**src/common/t16cm_defines.svh**
```systemverilog
// register offsets, field positions and reset values of the 16-bit timer block
// assumes byte addresses on a 32-bit bus, one aligned word per register
`ifndef T16CM_DEFINES_SVH
`define T16CM_DEFINES_SVH

`define T16CM_NUM_MATCH 4
`define T16CM_NUM_CAP 3
`define T16CM_NUM_PIN 4

`define T16CM_OFF_CTRL 8'h00
`define T16CM_OFF_COUNT 8'h04
`define T16CM_OFF_PRESCALE 8'h08
`define T16CM_OFF_PRE_COUNT 8'h0c
`define T16CM_OFF_MATCH_CTRL 8'h10
`define T16CM_OFF_MATCH0 8'h14
`define T16CM_OFF_CAP_CTRL 8'h24
`define T16CM_OFF_CAP0 8'h28
`define T16CM_OFF_OUT_CTRL 8'h34
`define T16CM_OFF_EXT_OUT 8'h38
`define T16CM_OFF_IRQ_STATUS 8'h3c
`define T16CM_OFF_IRQ_MASK 8'h40
`define T16CM_OFF_CAP_ROUTE 8'h44
`define T16CM_OFF_OUT_ROUTE 8'h48

// control register fields
`define T16CM_CTRL_EN 0
`define T16CM_CTRL_CLR 1
`define T16CM_CTRL_MODE_LSB 2
`define T16CM_CTRL_SRC_LSB 4
`define T16CM_CTRL_W 6

// per match channel: 3 bits at 3*i
`define T16CM_MC_IRQ 0
`define T16CM_MC_RESET 1
`define T16CM_MC_STOP 2
// per capture channel: 3 bits at 3*c
`define T16CM_CC_RISE 0
`define T16CM_CC_FALL 1
`define T16CM_CC_IRQ 2
// capture routing: 8 bits per channel, pin mask low, and-mode at bit 7
`define T16CM_CR_AND 7
// irq status: match bits low, capture bits above
`define T16CM_IRQ_CAP_LSB 4
`define T16CM_IRQ_W 7

`define T16CM_RST_CTRL 6'h00
`define T16CM_RST_PRESCALE 16'h0000
`define T16CM_RST_MATCH 16'h0000
`define T16CM_RST_CAP_ROUTE 24'h040201
`define T16CM_RST_OUT_ROUTE 8'he4

`endif

```
**src/common/t16cm_pkg.sv**
```systemverilog
// types shared by the 16-bit timer block
// encodings follow the order of declaration, matching the register fields
package t16cm_pkg;
   typedef enum logic [1:0] {
      T16CM_MODE_TIMER,
      T16CM_MODE_RISE,
      T16CM_MODE_FALL,
      T16CM_MODE_BOTH
   } t16cm_mode_t;

   typedef enum logic [1:0] {
      T16CM_ACT_NONE,
      T16CM_ACT_LOW,
      T16CM_ACT_HIGH,
      T16CM_ACT_TOGGLE
   } t16cm_act_t;

   typedef enum logic {
      T16CM_BUS_IDLE,
      T16CM_BUS_ACK
   } t16cm_bus_t;
endpackage

```
**src/hw/t16cm_sync.sv**
```systemverilog
// three-flop input filter for asynchronous pins
// assumes pins are asynchronous to sys_clk; a change passes once flops two and three agree
`timescale 1ns/1ns
module t16cm_sync #(
   parameter int WIDTH = 4
) (
   // clock and reset
   input wire logic sys_clk,
   input wire logic rst_n,
   // pins and filtered level
   input wire logic [WIDTH-1:0] din,
   output logic [WIDTH-1:0] dout
);
   logic [WIDTH-1:0] s1_reg;
   logic [WIDTH-1:0] s2_reg;
   logic [WIDTH-1:0] s3_reg;

   initial begin
      if (WIDTH < 1) begin
         $error("t16cm_sync: WIDTH must be at least 1");
      end
   end

   always_ff @(posedge sys_clk) begin
      if (!rst_n) begin
         s1_reg <= '0;
         s2_reg <= '0;
         s3_reg <= '0;
      end else begin
         s1_reg <= din;
         s2_reg <= s1_reg;
         s3_reg <= s2_reg;
      end
   end

   // output follows only where the two later flops agree
   always_ff @(posedge sys_clk) begin
      if (!rst_n) begin
         dout <= '0;
      end else begin
         dout <= (s2_reg & s3_reg) | (dout & (s2_reg | s3_reg));
      end
   end
endmodule

```
**src/hw/t16cm_top.sv**
```systemverilog
// 16-bit timer / event counter with four match and three capture channels
// assumes an avalon-mm master on sys_clk and asynchronous capture pins
// Operation
// RL1: count steps come from sys_clk ticks or from edges of a capture input.
// RL2: one 16-bit count register behind a programmable 16-bit prescaler.
// RL3: four 16-bit match registers compared with the count, optional interrupt.
// RL4: continuous match lets counting go on, interrupt only if enabled.
// RL5: stop match halts the counter at the match value, optional interrupt.
// RL6: reset match returns the count to zero, optional interrupt.
// RL7: enabled edge on a capture input copies the count, optional interrupt.
// RL8: external event pulses must last at least one clock period; the input filter drops levels held less than two clocks.
// RL9: capture lines not used as event clock still capture or interrupt.
// RL10: each match drives an output: low, high, toggle or unchanged.
// RL11: several pins may feed one capture (or/and) or mirror one match output.
// RL12: without stop or reset action the count wraps from maximum to zero.
`timescale 1ns/1ns
`include "t16cm_defines.svh"
module t16cm_top #(
   parameter int CNT_W = 16
) (
   // clock and reset
   input wire logic sys_clk,
   input wire logic rst_n,
   // avalon-mm slave
   input wire logic [7:0] avs_address,
   input wire logic avs_read,
   input wire logic avs_write,
   input wire logic [31:0] avs_writedata,
   input wire logic [3:0] avs_byteenable,
   output logic [31:0] avs_readdata,
   output logic avs_waitrequest,
   // capture pins and match output pins
   input wire logic [`T16CM_NUM_PIN-1:0] cap_pin,
   output logic [`T16CM_NUM_PIN-1:0] match_pin,
   // interrupt
   output logic irq
);
   import t16cm_pkg::*;

   localparam int NM = `T16CM_NUM_MATCH;
   localparam int NC = `T16CM_NUM_CAP;
   localparam int NP = `T16CM_NUM_PIN;

   initial begin
      if (CNT_W < 2 || CNT_W > 31) begin
         $error("t16cm_top: CNT_W must lie in 2..31");
      end
   end

   function automatic logic hits(input logic [7:0] addr, input logic [7:0] off);
      hits = (addr[7:2] == off[7:2]);
   endfunction

   function automatic logic [31:0] merge(input logic [31:0] old_val,
                                         input logic [31:0] new_val,
                                         input logic [3:0] be);
      logic [31:0] res;
      res = old_val;
      for (int b = 0; b < 4; b++) begin
         if (be[b]) begin
            res[8*b +: 8] = new_val[8*b +: 8];
         end
      end
      merge = res;
   endfunction

   // bus handshake: one wait state, then the access completes
   t16cm_bus_t bus_state_reg;
   logic req;
   logic wr_fire;
   logic [31:0] rd_word;

   assign req = avs_read | avs_write;
   assign avs_waitrequest = req & (bus_state_reg != T16CM_BUS_ACK);
   assign wr_fire = avs_write & (bus_state_reg == T16CM_BUS_ACK);

   always_ff @(posedge sys_clk) begin
      if (!rst_n) begin
         bus_state_reg <= T16CM_BUS_IDLE;
      end else begin
         case (bus_state_reg)
            T16CM_BUS_IDLE: begin
               if (req) begin
                  bus_state_reg <= T16CM_BUS_ACK;
               end
            end
            default: begin
               bus_state_reg <= T16CM_BUS_IDLE;
            end
         endcase
      end
   end

   // registers
   logic [`T16CM_CTRL_W-1:0] ctrl_reg;
   logic [CNT_W-1:0] count_reg;
   logic [CNT_W-1:0] prescale_reg;
   logic [CNT_W-1:0] pre_count_reg;
   logic [3*NM-1:0] match_ctrl_reg;
   logic [CNT_W-1:0] match_reg [NM];
   logic [3*NC-1:0] cap_ctrl_reg;
   logic [CNT_W-1:0] cap_reg [NC];
   logic [2*NM-1:0] out_ctrl_reg;
   logic [NM-1:0] ext_out_reg;
   logic [`T16CM_IRQ_W-1:0] irq_status_reg;
   logic [`T16CM_IRQ_W-1:0] irq_mask_reg;
   logic [8*NC-1:0] cap_route_reg;
   logic [2*NP-1:0] out_route_reg;

   logic [31:0] wdat;
   assign wdat = avs_writedata;

   // capture path: filter, combine pins, detect edges
   logic [NP-1:0] pin_lvl;
   logic [NC-1:0] cap_lvl;
   logic [NC-1:0] cap_prev_reg;
   logic [NC-1:0] cap_rise;
   logic [NC-1:0] cap_fall;
   logic [NC-1:0] cap_evt;

   t16cm_sync #(
      .WIDTH(NP)
   ) u_sync (
      .sys_clk(sys_clk),
      .rst_n(rst_n),
      .din(cap_pin),
      .dout(pin_lvl)
   );

   genvar gc;
   generate
      for (gc = 0; gc < NC; gc++) begin : g_cap
         logic [NP-1:0] mask;
         logic and_mode;
         assign mask = cap_route_reg[8*gc +: NP];
         assign and_mode = cap_route_reg[8*gc + `T16CM_CR_AND];
         // several pins merge into one capture input
         assign cap_lvl[gc] = and_mode ? ((&(pin_lvl | ~mask)) & (|mask))
                                       : (|(pin_lvl & mask)); // see RL11
         assign cap_rise[gc] = cap_lvl[gc] & ~cap_prev_reg[gc];
         assign cap_fall[gc] = ~cap_lvl[gc] & cap_prev_reg[gc];
         // captures stay live even on the line that clocks the counter
         assign cap_evt[gc] = (cap_rise[gc] & cap_ctrl_reg[3*gc + `T16CM_CC_RISE])
                            | (cap_fall[gc] & cap_ctrl_reg[3*gc + `T16CM_CC_FALL]); // see RL9

         always_ff @(posedge sys_clk) begin
            if (!rst_n) begin
               cap_reg[gc] <= '0;
            end else if (cap_evt[gc]) begin
               cap_reg[gc] <= count_reg; // see RL7
            end
         end
      end
   endgenerate

   always_ff @(posedge sys_clk) begin
      if (!rst_n) begin
         cap_prev_reg <= '0;
      end else begin
         cap_prev_reg <= cap_lvl;
      end
   end

   // count source and prescaler
   t16cm_mode_t mode;
   logic [1:0] src;
   logic ev_rise;
   logic ev_fall;
   logic ev_edge;
   logic run;
   logic tick;
   logic step;

   assign mode = t16cm_mode_t'(ctrl_reg[`T16CM_CTRL_MODE_LSB +: 2]);
   assign src = ctrl_reg[`T16CM_CTRL_SRC_LSB +: 2];
   assign run = ctrl_reg[`T16CM_CTRL_EN] & ~ctrl_reg[`T16CM_CTRL_CLR];

   // event edges come from the filtered level, so short glitches do not count
   always_comb begin
      ev_rise = 1'b0;
      ev_fall = 1'b0;
      if (src < 2'(NC)) begin
         ev_rise = cap_rise[src];
         ev_fall = cap_fall[src];
      end
      case (mode)
         T16CM_MODE_RISE: ev_edge = ev_rise;
         T16CM_MODE_FALL: ev_edge = ev_fall;
         T16CM_MODE_BOTH: ev_edge = ev_rise | ev_fall;
         default: ev_edge = 1'b0;
      endcase
   end

   assign tick = run & ((mode == T16CM_MODE_TIMER) | ev_edge); // see RL1, RL8
   assign step = tick & (pre_count_reg == prescale_reg); // see RL2

   always_ff @(posedge sys_clk) begin
      if (!rst_n) begin
         pre_count_reg <= '0;
      end else if (ctrl_reg[`T16CM_CTRL_CLR]) begin
         pre_count_reg <= '0;
      end else if (step) begin
         pre_count_reg <= '0; // see RL2
      end else if (tick) begin
         pre_count_reg <= pre_count_reg + 1'b1;
      end
   end

   // match channels
   logic [NM-1:0] hit;
   logic [NM-1:0] hit_reset;
   logic [NM-1:0] hit_stop;
   logic [NM-1:0] hit_irq;

   genvar gm;
   generate
      for (gm = 0; gm < NM; gm++) begin : g_match
         assign hit[gm] = step & (count_reg == match_reg[gm]); // see RL3
         assign hit_reset[gm] = hit[gm] & match_ctrl_reg[3*gm + `T16CM_MC_RESET];
         assign hit_stop[gm] = hit[gm] & match_ctrl_reg[3*gm + `T16CM_MC_STOP];
         assign hit_irq[gm] = hit[gm] & match_ctrl_reg[3*gm + `T16CM_MC_IRQ];

         always_ff @(posedge sys_clk) begin
            if (!rst_n) begin
               match_reg[gm] <= CNT_W'(`T16CM_RST_MATCH);
            end else if (wr_fire && hits(avs_address, `T16CM_OFF_MATCH0 + 8'(4*gm))) begin
               match_reg[gm] <= CNT_W'(merge(32'(match_reg[gm]), wdat, avs_byteenable));
            end
         end

         // hardware action on a hit overrides a software write in the same cycle
         always_ff @(posedge sys_clk) begin
            if (!rst_n) begin
               ext_out_reg[gm] <= 1'b0;
            end else if (hit[gm] && out_ctrl_reg[2*gm +: 2] != 2'(T16CM_ACT_NONE)) begin
               case (t16cm_act_t'(out_ctrl_reg[2*gm +: 2]))
                  T16CM_ACT_LOW: ext_out_reg[gm] <= 1'b0; // see RL10
                  T16CM_ACT_HIGH: ext_out_reg[gm] <= 1'b1; // see RL10
                  default: ext_out_reg[gm] <= ~ext_out_reg[gm]; // see RL10
               endcase
            end else if (wr_fire && hits(avs_address, `T16CM_OFF_EXT_OUT) && avs_byteenable[0]) begin
               ext_out_reg[gm] <= wdat[gm];
            end
         end
      end
   endgenerate

   // counter: reset match beats increment, plain increments wrap at the top
   always_ff @(posedge sys_clk) begin
      if (!rst_n) begin
         count_reg <= '0;
      end else if (ctrl_reg[`T16CM_CTRL_CLR]) begin
         count_reg <= '0;
      end else if (step && |hit_reset) begin
         count_reg <= '0; // see RL6
      end else if (step && |hit_stop) begin
         count_reg <= count_reg; // see RL5
      end else if (step) begin
         count_reg <= count_reg + 1'b1; // see RL4, RL12
      end else if (wr_fire && hits(avs_address, `T16CM_OFF_COUNT)) begin
         count_reg <= CNT_W'(merge(32'(count_reg), wdat, avs_byteenable));
      end
   end

   // control: a stop hit clears the enable even against a write
   always_ff @(posedge sys_clk) begin
      if (!rst_n) begin
         ctrl_reg <= `T16CM_RST_CTRL;
      end else begin
         if (wr_fire && hits(avs_address, `T16CM_OFF_CTRL) && avs_byteenable[0]) begin
            ctrl_reg <= wdat[`T16CM_CTRL_W-1:0];
         end
         if (|hit_stop) begin
            ctrl_reg[`T16CM_CTRL_EN] <= 1'b0; // see RL5
         end
      end
   end

   // plain configuration registers
   always_ff @(posedge sys_clk) begin
      if (!rst_n) begin
         prescale_reg <= CNT_W'(`T16CM_RST_PRESCALE);
         match_ctrl_reg <= '0;
         cap_ctrl_reg <= '0;
         out_ctrl_reg <= '0;
         irq_mask_reg <= '0;
         cap_route_reg <= `T16CM_RST_CAP_ROUTE;
         out_route_reg <= `T16CM_RST_OUT_ROUTE;
      end else if (wr_fire) begin
         if (hits(avs_address, `T16CM_OFF_PRESCALE)) begin
            prescale_reg <= CNT_W'(merge(32'(prescale_reg), wdat, avs_byteenable));
         end else if (hits(avs_address, `T16CM_OFF_MATCH_CTRL)) begin
            match_ctrl_reg <= (3*NM)'(merge(32'(match_ctrl_reg), wdat, avs_byteenable));
         end else if (hits(avs_address, `T16CM_OFF_CAP_CTRL)) begin
            cap_ctrl_reg <= (3*NC)'(merge(32'(cap_ctrl_reg), wdat, avs_byteenable));
         end else if (hits(avs_address, `T16CM_OFF_OUT_CTRL)) begin
            out_ctrl_reg <= (2*NM)'(merge(32'(out_ctrl_reg), wdat, avs_byteenable));
         end else if (hits(avs_address, `T16CM_OFF_IRQ_MASK)) begin
            irq_mask_reg <= `T16CM_IRQ_W'(merge(32'(irq_mask_reg), wdat, avs_byteenable));
         end else if (hits(avs_address, `T16CM_OFF_CAP_ROUTE)) begin
            cap_route_reg <= (8*NC)'(merge(32'(cap_route_reg), wdat, avs_byteenable));
         end else if (hits(avs_address, `T16CM_OFF_OUT_ROUTE)) begin
            out_route_reg <= (2*NP)'(merge(32'(out_route_reg), wdat, avs_byteenable));
         end
      end
   end

   // interrupt status: new events win over a write-one-to-clear
   logic [`T16CM_IRQ_W-1:0] irq_set;
   logic [`T16CM_IRQ_W-1:0] irq_clr;
   logic [NC-1:0] cap_irq;

   generate
      for (gc = 0; gc < NC; gc++) begin : g_cirq
         assign cap_irq[gc] = cap_evt[gc] & cap_ctrl_reg[3*gc + `T16CM_CC_IRQ]; // see RL7, RL9
      end
   endgenerate

   assign irq_set = {cap_irq, hit_irq}; // see RL3
   assign irq_clr = (wr_fire && hits(avs_address, `T16CM_OFF_IRQ_STATUS) && avs_byteenable[0])
                    ? wdat[`T16CM_IRQ_W-1:0] : '0;

   always_ff @(posedge sys_clk) begin
      if (!rst_n) begin
         irq_status_reg <= '0;
      end else begin
         irq_status_reg <= (irq_status_reg & ~irq_clr) | irq_set;
      end
   end

   assign irq = |(irq_status_reg & irq_mask_reg);

   // output pins mirror any match output; several pins may share one
   generate
      for (gc = 0; gc < NP; gc++) begin : g_pin
         always_ff @(posedge sys_clk) begin
            if (!rst_n) begin
               match_pin[gc] <= 1'b0;
            end else begin
               match_pin[gc] <= ext_out_reg[out_route_reg[2*gc +: 2]]; // see RL11
            end
         end
      end
   endgenerate

   // read mux, sampled in the wait cycle so data stand when waitrequest drops
   always_comb begin
      rd_word = 32'h0000_0000;
      if (hits(avs_address, `T16CM_OFF_CTRL)) begin
         rd_word = 32'(ctrl_reg);
      end else if (hits(avs_address, `T16CM_OFF_COUNT)) begin
         rd_word = 32'(count_reg);
      end else if (hits(avs_address, `T16CM_OFF_PRESCALE)) begin
         rd_word = 32'(prescale_reg);
      end else if (hits(avs_address, `T16CM_OFF_PRE_COUNT)) begin
         rd_word = 32'(pre_count_reg);
      end else if (hits(avs_address, `T16CM_OFF_MATCH_CTRL)) begin
         rd_word = 32'(match_ctrl_reg);
      end else if (hits(avs_address, `T16CM_OFF_MATCH0)) begin
         rd_word = 32'(match_reg[0]);
      end else if (hits(avs_address, `T16CM_OFF_MATCH0 + 8'h04)) begin
         rd_word = 32'(match_reg[1]);
      end else if (hits(avs_address, `T16CM_OFF_MATCH0 + 8'h08)) begin
         rd_word = 32'(match_reg[2]);
      end else if (hits(avs_address, `T16CM_OFF_MATCH0 + 8'h0c)) begin
         rd_word = 32'(match_reg[3]);
      end else if (hits(avs_address, `T16CM_OFF_CAP_CTRL)) begin
         rd_word = 32'(cap_ctrl_reg);
      end else if (hits(avs_address, `T16CM_OFF_CAP0)) begin
         rd_word = 32'(cap_reg[0]);
      end else if (hits(avs_address, `T16CM_OFF_CAP0 + 8'h04)) begin
         rd_word = 32'(cap_reg[1]);
      end else if (hits(avs_address, `T16CM_OFF_CAP0 + 8'h08)) begin
         rd_word = 32'(cap_reg[2]);
      end else if (hits(avs_address, `T16CM_OFF_OUT_CTRL)) begin
         rd_word = 32'(out_ctrl_reg);
      end else if (hits(avs_address, `T16CM_OFF_EXT_OUT)) begin
         rd_word = 32'(ext_out_reg);
      end else if (hits(avs_address, `T16CM_OFF_IRQ_STATUS)) begin
         rd_word = 32'(irq_status_reg);
      end else if (hits(avs_address, `T16CM_OFF_IRQ_MASK)) begin
         rd_word = 32'(irq_mask_reg);
      end else if (hits(avs_address, `T16CM_OFF_CAP_ROUTE)) begin
         rd_word = 32'(cap_route_reg);
      end else if (hits(avs_address, `T16CM_OFF_OUT_ROUTE)) begin
         rd_word = 32'(out_route_reg);
      end
   end

   always_ff @(posedge sys_clk) begin
      if (!rst_n) begin
         avs_readdata <= 32'h0000_0000;
      end else if (avs_read && bus_state_reg == T16CM_BUS_IDLE) begin
         avs_readdata <= rd_word;
      end
   end
endmodule

```
**config.mk**
```make
export PLATFORM = sky130hd
export DESIGN_NAME = t16cm_top
export DESIGN_NICKNAME = d
export VERILOG_FILES = /design/src/common/t16cm_pkg.sv /design/src/hw/t16cm_sync.sv /design/src/hw/t16cm_top.sv
export VERILOG_INCLUDE_DIRS = /design/src /design/src/common
export SDC_FILE = /design/constraint.sdc
export NUM_CORES = 1
export LEC_CHECK = 0
export ABC_CLOCK_PERIOD_IN_PS = 8280
export BUFFER_PORTS_ARGS = -buffer_cell sky130_fd_sc_hd__clkbuf_2
export CAP_MARGIN = 20
export CORE_MARGIN = 1.5
export CORE_UTILIZATION = 42
export DETAILED_ROUTE_END_ITERATION = 7
export SYNTH_ARGS = -nofsm -noshare
export SYNTH_HDL_FRONTEND = slang
export SYNTH_HIERARCHICAL = 1
export SYNTH_SLANG_ARGS = --single-unit
```
**constraint.sdc**
```tcl
create_clock -name sys_clk -period 8.28 [get_ports sys_clk]
set_clock_uncertainty 0.05 [all_clocks]
set_input_delay 1.656 -clock sys_clk [delete_from_list [all_inputs] [get_ports sys_clk]]
set_output_delay 1.656 -clock sys_clk [all_outputs]
set_load 0.1 [all_outputs]
```
==> metrics, run 1 <==
status=completed; Via-to-Cell Ratio=6.12; Critical Path Fanout Max=17; Core Region=35600 um^2; Post-synth top flop=dfxtp_1; die area=37300 um^2; Placed Area=15900 um^2; DRC=0; DPL Wire Length=38000 um; post-synthesis cell count=1676; Worst Hold Class=reg -> reg; CTS Root Cell=clkbuf_16; largest net degree at the start of global routing=72; post-cts resize count=0; combinational power share=7.5%; Finished Cell Area=17000 um^2; normalized max-slew margin=21.1%; Final Hold Slack=0.373 ns; Inst Count DP=2125; commonest non-fill, non-tap cells in the layout=213 x nand2_1, 181 x dfxtp_1, 139 x a21oi_1; Mapped Area=15200 um^2; Max Clk Rate=225 MHz; Finished Layout Cells=2192; Horiz. Die Dim=193 um; RSZ-0062 raised after global routing=no; Num CTS Buffers=34; Post-CTS Setup Bufs=0; post-synth cell types=73; commonest non-fill, non-tap cell in the layout=nand2_1; Post-synth EDFFs=112; final total power=3.27 mW; Seq cells post-synth=293; post-layout min period=4.44 ns; Final Hold Violating Endpoints=0; Ys Warns=6; slew of the pin with the lowest slew margin=1.17 ns; H-tree levels=2; PnR worst setup slack=3.84 ns; Global Route Usage Sum=30.1%; IO Port Bufs=70; Routed Antenna Nets=0; num ports=90; vias=13400; fraction of registers with async set/reset=0%; # clock sinks=293; max reg flops=64; CTS tree=yes; Initial DRC Count=1686; sequential share of power=46.9%; final net count=1768; Slew Viols, Final=0; WL final=56200 um; GP Congestion=0.940; initial core utilization=42.7%; Post-Syn Area per Cell=9.06 um^2; Finished Core Util=47.9%; Longest Clk Path Bufs=3; pwr dens=192 nW/um^2; WL per Instance=25.6 um; Fin Setup TNS=0 ns; Lkg Pwr=6.04 nW; internal cell power=2.44 mW; clock group share of total power=45.5%; post-synthesis sequential area ratio=46.0%; pre-CTS setup slack=3.53 ns; row cnt=69; endpoint class of the critical path=flip-flop; first-pass GRT wire length=81600 um; Hold Buf Count CTS=0; Setup crit start kind=flip-flop; Area growth syn-to-layout=12.2%; number of max-cap violations=0; die height=193 um; initial antenna violation count=9; worst skew pair latency=0.53 ns; vias in the first global route=12400; Worst Path Class, Setup=reg -> reg; first-pass iteration count of the detailed router=6; Sw Ratio=25.4%; Sw Pwr=832 uW; maximum vdd drop=0.170 mV; critical path arrival=4.81 ns; Clk pin slew, worst setup/hold paths=0.06 ns; share of cells above drive strength 1=12.1%; fin crit share=53.6%; Final setup viols=0; grt ovf=0; Critical Path RT=8.65 ns
final timing paths:
check / end / depth (start not counted) / slack (ns) / from
min: u_sync/s2_reg[1] / 1 / 0.37 / u_sync/s1_reg[1]
max reg2reg: count_reg[1] / 8 / 3.84 / u_sync/dout[1]
max: count_reg[1] / 8 / 3.84 / u_sync/dout[1]
min reg2reg: u_sync/s2_reg[1] / 1 / 0.37 / u_sync/s1_reg[1]
critical path: stages (launching register included):
cell	delay [ns]
dfxtp_1	0.50
nor2b_1	0.08
o41a_1	0.49
o2111a_1	0.28
nor4_2	0.73
nand3_1	0.76
a211o_1	0.49
a221o_1	0.57
nor4_2	0.37
cell usage after synthesis, drive strengths merged, types with 4 or more instances:
library cell,n,area share (%)
a211oi,7,0.35
a21boi,5,0.25
a21o,12,0.59
a21oi,139,4.6
a221oi,21,1.2
a22o,5,0.29
a22oi,22,1.1
a31oi,19,0.78
a32oi,4,0.23
and2,102,4.3
and3,41,1.7
buf,27,1.1
clkbuf,101,2.5
dfxtp,181,24
edfxtp,112,22
ha,10,0.82
inv,23,0.57
mux2,8,0.59
mux2i,73,4.8
mux4,5,0.74
nand2,213,5.3
nand2b,10,0.41
nand3,41,1.4
nand3b,4,0.20
nand4,24,0.99
nor2,130,3.2
nor2b,17,0.70
nor3,18,0.59
nor4,11,0.54
nor4b,4,0.27
o211ai,19,0.94
o21ai,80,2.6
o22ai,12,0.49
o311a,6,0.40
or2,6,0.25
or3,16,0.66
xnor2,68,3.9
xor2,24,1.4
power groups by stage:
stage / Combinational [mW] / Clock, mW / Sequential [mW]
6_report: 0.247 / 1.49 / 1.54
5_1_grt: 0.255 / 1.56 / 1.54
4_1_cts: 0.239 / 1.51 / 1.54
3_5_place_dp: 0.238 / 0 / 1.57
3_3_place_gp: 0.237 / 0 / 1.57
2_1_floorplan: 0.134 / 0 / 1.58
logic make-up (layout without fill, tap and decap cells):
group / count (synthesis) / in the layout / synth area share [%]
compound gates: 390 / 390 / 16.2
flops: 293 / 293 / 46.0
fa+ha+maj: 10 / 10 / 0.824
mux: 86 / 86 / 6.15
simple gates: 651 / 651 / 21.2
xor+xnor: 92 / 92 / 5.31
buf+inv: 153 / 200 / 4.22
other cells: 1 / 9 / 0.0247
routing by layer:
layer	part of all wire, %	GRT usage [%]	up-vias
met1	41	40.8	6541
met5	0.016	0	-
li1	-	-	6038
met4	5.2	13.9	2
met3	8.9	5.36	154
met2	44	46.5	688
final cells by class:
type                            instances  area, um^2
Clock inverter                         15         148
Tap cell                              461         577
Antenna cell                            1        2.50
Multi-Input combinational cell       1237        7600
Fill cell                            3406       18500
Timing Repair Buffer                  115         673
Sequential cell                       293        6990
Clock buffer                           45         943
Inverter                               25        96.3
(Power assumes the default switching activity.)
==> run 2, diff against run 1 <==
--- a/config.mk
+++ b/config.mk
@@ -6,7 +6,8 @@
 export SDC_FILE = /design/constraint.sdc
 export NUM_CORES = 1
 export LEC_CHECK = 0
-export ABC_CLOCK_PERIOD_IN_PS = 8280
+export ABC_AREA = 1
+export ABC_CLOCK_PERIOD_IN_PS = 4500
 export BUFFER_PORTS_ARGS = -buffer_cell sky130_fd_sc_hd__clkbuf_2
 export CAP_MARGIN = 20
 export CORE_MARGIN = 1.5
==> constraint.sdc (replaced) <==
create_clock -name sys_clk -period 4.5 [get_ports sys_clk]
set_clock_uncertainty 0.05 [all_clocks]
set_input_delay 0.9 -clock sys_clk [delete_from_list [all_inputs] [get_ports sys_clk]]
set_output_delay 0.9 -clock sys_clk [all_outputs]
set_load 0.1 [all_outputs]
==> metrics, run 2 <==
DRC=0; sequential share of power=47.4%; post-synth cell types=53; Max Clk Rate=280 MHz; Global Route Usage Sum=26.4%; Final setup viols=0; Slew Viols, Final=0; endpoint class of the critical path=flip-flop; CTS Root Cell=clkbuf_16; commonest non-fill, non-tap cell in the layout=nand2_1; Ys Warns=6; maximum vdd drop=0.208 mV; fin crit share=79.4%; Mapped Area=14700 um^2; hold endpoint=u_sync/s2_reg[1]; number of max-cap violations=0; initial antenna violation count=1; vias in the first global route=12600; Via-to-Cell Ratio=5.50; Critical Path Fanout Max=21; post-cts resize count=0; slew of the pin with the lowest slew margin=0.972 ns; Routed Antenna Nets=0; Core Region=34500 um^2; R2R Path Start=count_reg[0]; H-tree levels=2; post-synthesis cell count=1904; grt ovf=0; Fin Setup TNS=0 ns; crit-path cells=or2_2 -> a21oi_1 -> nand4_1 -> nor4_1 -> nand4_1 -> nor2_1 -> nor2_1 -> nand3_2 -> nand2_1 -> nand2_1 -> nand2_1 -> nor2_1; Lkg Pwr=6.78 nW; status=completed; Post-synth top flop=dfxtp_1; post-synthesis sequential area ratio=47.6%; Post-CTS Setup Bufs=0; Hold Buf Count CTS=0; R2R Setup Slk=0.93 ns; WL final=47800 um; CTS tree=yes; num ports=90; Final Hold Violating Endpoints=0; Num CTS Buffers=35; Worst R2R End=count_reg[9]; leading cell types by count after synthesis=383 x nand2_1, 261 x nor2_1, 216 x a21oi_1; GP Congestion=0.955; die height=190 um; area leader, netlist=dfxtp_1; final net count=2019; Worst Hold Class=reg -> reg; Setup crit start kind=flip-flop; Synth top area share=24.7%; row cnt=68; Post-synth EDFFs=112; # clock sinks=293; IO Port Bufs=70; pwr dens=360 nW/um^2; Horiz. Die Dim=190 um; RSZ-0062 raised after global routing=no; Worst Path Class, Setup=reg -> reg; clock group share of total power=46.3%; fraction of registers with async set/reset=0%; Worst Reg-to-Reg Cells=12; combinational power share=6.2%; Hold Path Origin=u_sync/s1_reg[1]; count leader, synth=nand2_1; share of cells above drive strength 1=10.4%; normalized max-slew margin=35.0%; WHS Path Cells=2; post-layout min period=3.57 ns; DPL Wire Length=34600 um; synth top area cells=dfxtp_1 25%, edfxtp_1 23%, nand2_1 9.8%; Critical Path RT=4.88 ns; Seq cells post-synth=293; Sw Pwr=1.44 mW; initial core utilization=42.6%; max reg flops=64; Final Hold Slack=0.358 ns; Max stage delay on crit path=0.56 ns; critical path arrival=3.96 ns; worst skew pair latency=0.52 ns; Sw Ratio=24.2%; first-pass iteration count of the detailed router=5; first-pass GRT wire length=72800 um; n_diodes=0; CP max-delay cell=nor4_1; Initial DRC Count=1446; vias=13400; die area=36100 um^2; Post-Syn Area per Cell=7.70 um^2; Clk pin slew, worst setup/hold paths=0.06 ns; internal cell power=4.51 mW; Longest Clk Path Bufs=3; WL per Instance=19.6 um; largest net degree at the start of global routing=69; Area growth syn-to-layout=12.7%; commonest non-fill, non-tap cells in the layout=383 x nand2_1, 260 x nor2_1, 216 x a21oi_1
==> run 2: cell count changes after synthesis, moves of 77 or more <==
cell / before / now
nand2_1: 213 / 383
inv_1: 23 / 160
nor2_1: 130 / 261
and2_1: 93 / 0
o21ai_0: 80 / 170
a21oi_1: 139 / 216
==> run 2: area by class of cell <==
type | count | area, um^2
Sequential cell | 293 | 6990
Timing Repair Buffer | 105 | 616
Clock inverter | 13 | 121
Tap cell | 455 | 569
Multi-Input combinational cell | 1346 | 6590
Fill cell | 3435 | 17900
Inverter | 176 | 663
Clock buffer | 49 | 978
==> run 2: worst max path at each step <==
stage / from / to / slack [ns] / cells past startpoint
floorplan: avs_write / avs_waitrequest / 1.35 / 2
global placement: avs_address[5] / avs_readdata[6] / 0.95 / 17
detailed placement: avs_address[5] / avs_readdata[6] / 0.95 / 17
CTS: count_reg[12] / count_reg[9] / 0.96 / 12
global route: count_reg[12] / count_reg[9] / 0.63 / 12
finish: count_reg[0] / count_reg[9] / 0.93 / 12
==> run 2: routing by layer <==
layer | routed length, um | track usage, % | part of all wire, % | vias to the layer above
li1 | - | - | - | 6436
met1 | 20600 | 36.6 | 43 | 6291
met2 | 21700 | 42.3 | 45 | 567
met3 | 3930 | 3.65 | 8.2 | 100
met4 | 1640 | 9.19 | 3.4 | 0
met5 | 0 | 0 | 0 | -
==> run 2: logic make-up after synthesis <==
group                    synth area share, %
buffers and inverters                   7.63
XOR/XNOR                                3.88
other                                 0.0256
adder cells (fa/ha/maj)                0.853
AO/OA/AOI/OAI                           16.2
AND/OR/NAND/NOR                         23.7
flip-flops                              47.6
==> run 2: power by group through the flow <==
stage	logic [mW]	clock network, mW	registers, mW
after floorplan	0.201	0	2.93
final	0.371	2.76	2.82
after global placement	0.364	0	2.88
after detailed placement	0.367	0	2.88
after global routing	0.397	2.89	2.83
after CTS	0.368	2.79	2.82
==> run 2: critical path: cells and delay by family, from the launching register on <==
kind	cells	cell delay (ns)
and+or+nand+nor	11	2.82
DFF	1	0.46
AOI/OAI and AO/OA	1	0.16
==> run 2: per-stage QoR <==
step	util [%]	power, mW	std cells	setup slack [ns]	instance area (um^2)
2_1_floorplan	-	3.13	1911	1.35	14700
5_1_grt	48.0	6.12	2437	0.632	16500
3_3_place_gp	44.8	3.24	2375	0.952	15400
3_5_place_dp	44.8	3.25	2375	0.946	15400
6_report	48.0	5.95	2437	0.926	16500
4_1_cts	48.0	5.98	2437	0.963	16500
==> run 3, diff against run 2 <==
--- a/config.mk
+++ b/config.mk
@@ -6,8 +6,8 @@
 export SDC_FILE = /design/constraint.sdc
 export NUM_CORES = 1
 export LEC_CHECK = 0
-export ABC_AREA = 1
-export ABC_CLOCK_PERIOD_IN_PS = 4500
+export ABC_AREA = 0
+export ABC_CLOCK_PERIOD_IN_PS = 3200
 export BUFFER_PORTS_ARGS = -buffer_cell sky130_fd_sc_hd__clkbuf_2
 export CAP_MARGIN = 20
 export CORE_MARGIN = 1.5
==> constraint.sdc (replaced) <==
create_clock -name sys_clk -period 3.2 [get_ports sys_clk]
set_clock_uncertainty 0.05 [all_clocks]
set_input_delay 0.64 -clock sys_clk [delete_from_list [all_inputs] [get_ports sys_clk]]
set_output_delay 0.64 -clock sys_clk [all_outputs]
set_load 0.1 [all_outputs]
==> metrics, run 3 (same netlist as run 1, synthesis figures left out) <==
number of max-cap violations=0; status=completed; WL final=57100 um; CTS Root Cell=clkbuf_16; Final setup viols=0; Critical Path Fanout Max=9; grt ovf=0; Slew Viols, Final=0; Lkg Pwr=6.51 nW; normalized max-slew margin=36.3%; endpoint class of the critical path=flip-flop; vias in the first global route=12800; Max Clk Rate=326 MHz; Clk pin slew, worst setup/hold paths=0.07 ns; row cnt=69; pwr dens=478 nW/um^2; Global Route Usage Sum=30.2%; RSZ-0062 raised after global routing=no; Num CTS Buffers=31; Worst Hold Class=in -> reg; Initial DRC Count=1683; Critical Path RT=3.65 ns; largest net degree at the start of global routing=51; Longest Clk Path Bufs=3; worst skew pair latency=0.57 ns; H-tree levels=1; maximum vdd drop=0.497 mV; initial core utilization=42.7%; Horiz. Die Dim=193 um; fin crit share=95.8%; num ports=90; final net count=1847; Worst Path Class, Setup=reg -> reg; CTS tree=yes; Via-to-Cell Ratio=6.05; DRC=0; Core Region=35600 um^2; Setup crit start kind=flip-flop; Final Hold Slack=0.242 ns; Area growth syn-to-layout=17.2%; Fin Setup TNS=0 ns; DPL Wire Length=41600 um; commonest non-fill, non-tap cell in the layout=nand2_1; IO Port Bufs=70; die height=193 um; critical path arrival=3.51 ns; Post-CTS Setup Bufs=0; Routed Antenna Nets=0; post-layout min period=3.07 ns; Placed Area=16700 um^2; Finished Cell Area=17800 um^2; # clock sinks=293; post-cts resize count=0; share of cells above drive strength 1=16.3%; commonest non-fill, non-tap cells in the layout=213 x nand2_1, 181 x dfxtp_1, 139 x a21oi_1; max reg flops=64; die area=37300 um^2; Final Hold Violating Endpoints=0; first-pass iteration count of the detailed router=6; WL per Instance=25.1 um; GP Congestion=0.984; first-pass GRT wire length=82600 um; initial antenna violation count=2; Hold Buf Count CTS=0; slew of the pin with the lowest slew margin=0.952 ns; vias=13800
[run 3: cell types whose count changed in the layout (fill, tap and decap cells not counted), sizes merged, moves of 41 or more]
cell / previous run / this run
nand2: 389 / 213
inv: 171 / 25
nor2: 267 / 130
and2: 0 / 102
o21ai: 177 / 80
buf: 36 / 128
a21oi: 217 / 139
mux2i: 0 / 73
xnor2: 11 / 68
and3: 0 / 41
[run 3: area by class of cell]
type / count / area (um^2)
Antenna cell: 3 / 7.51
Clock buffer: 44 / 957
Clock inverter: 13 / 139
Fill cell: 3332 / 17800
Inverter: 25 / 96.3
Multi-Input combinational cell: 1237 / 7630
Sequential cell: 293 / 6990
Tap cell: 461 / 577
Timing Repair Buffer: 197 / 1390
[run 3: worst max-delay path: stages (launching register included)]
cell      delay [ns]
dfxtp_1         0.39
nand2b_1        0.12
or4_1           0.61
nor3_1          0.23
nor4_2          0.10
buf_12          0.15
a31oi_4         0.30
nand3_1         0.18
buf_4           0.22
or4_1           0.47
a31oi_1         0.16
[run 3: report_power, final]
| group | internal [mW] | switching, mW | total [mW] |
|---|---|---|---|
| Sequential | 3.93 | 0.0482 | 3.98 |
| Clock | 2.31 | 1.54 | 3.85 |
| Combinational | 0.180 | 0.500 | 0.679 |
| Total | 6.42 | 2.09 | 8.50 |
[run 3: final timing paths]
kind | endpoint | slack, ns | cells past startpoint | startpoint
max reg2reg | count_reg[4] | 0.13 | 10 | ctrl_reg[2]
min | u_sync/s1_reg[3] | 0.24 | 2 | cap_pin[3]
min reg2reg | u_sync/s2_reg[1] | 0.38 | 1 | u_sync/s1_reg[1]
max | count_reg[4] | 0.13 | 10 | ctrl_reg[2]
[run 3: per-stage QoR]
stage          utilization (%)  setup WS [ns]  total power, mW  instances
3_3_place_gp              46.8         0.0758             4.71       2213
3_5_place_dp              46.8          0.106             4.72       2213
6_report                  50.0          0.135             8.50       2273
4_1_cts                   49.9         0.0823             8.51       2270
5_1_grt                   50.0         0.0482             8.70       2272
2_1_floorplan                -          0.212             4.43       1683
[run 3: per-layer routing]
layer	part of all wire, %	global-route usage [%]	up-vias
li1	-	-	6216
met1	42	41.9	6695
met2	45	47.5	720
met3	9.2	4.20	127
met4	4.2	12.2	0
met5	0	0	-
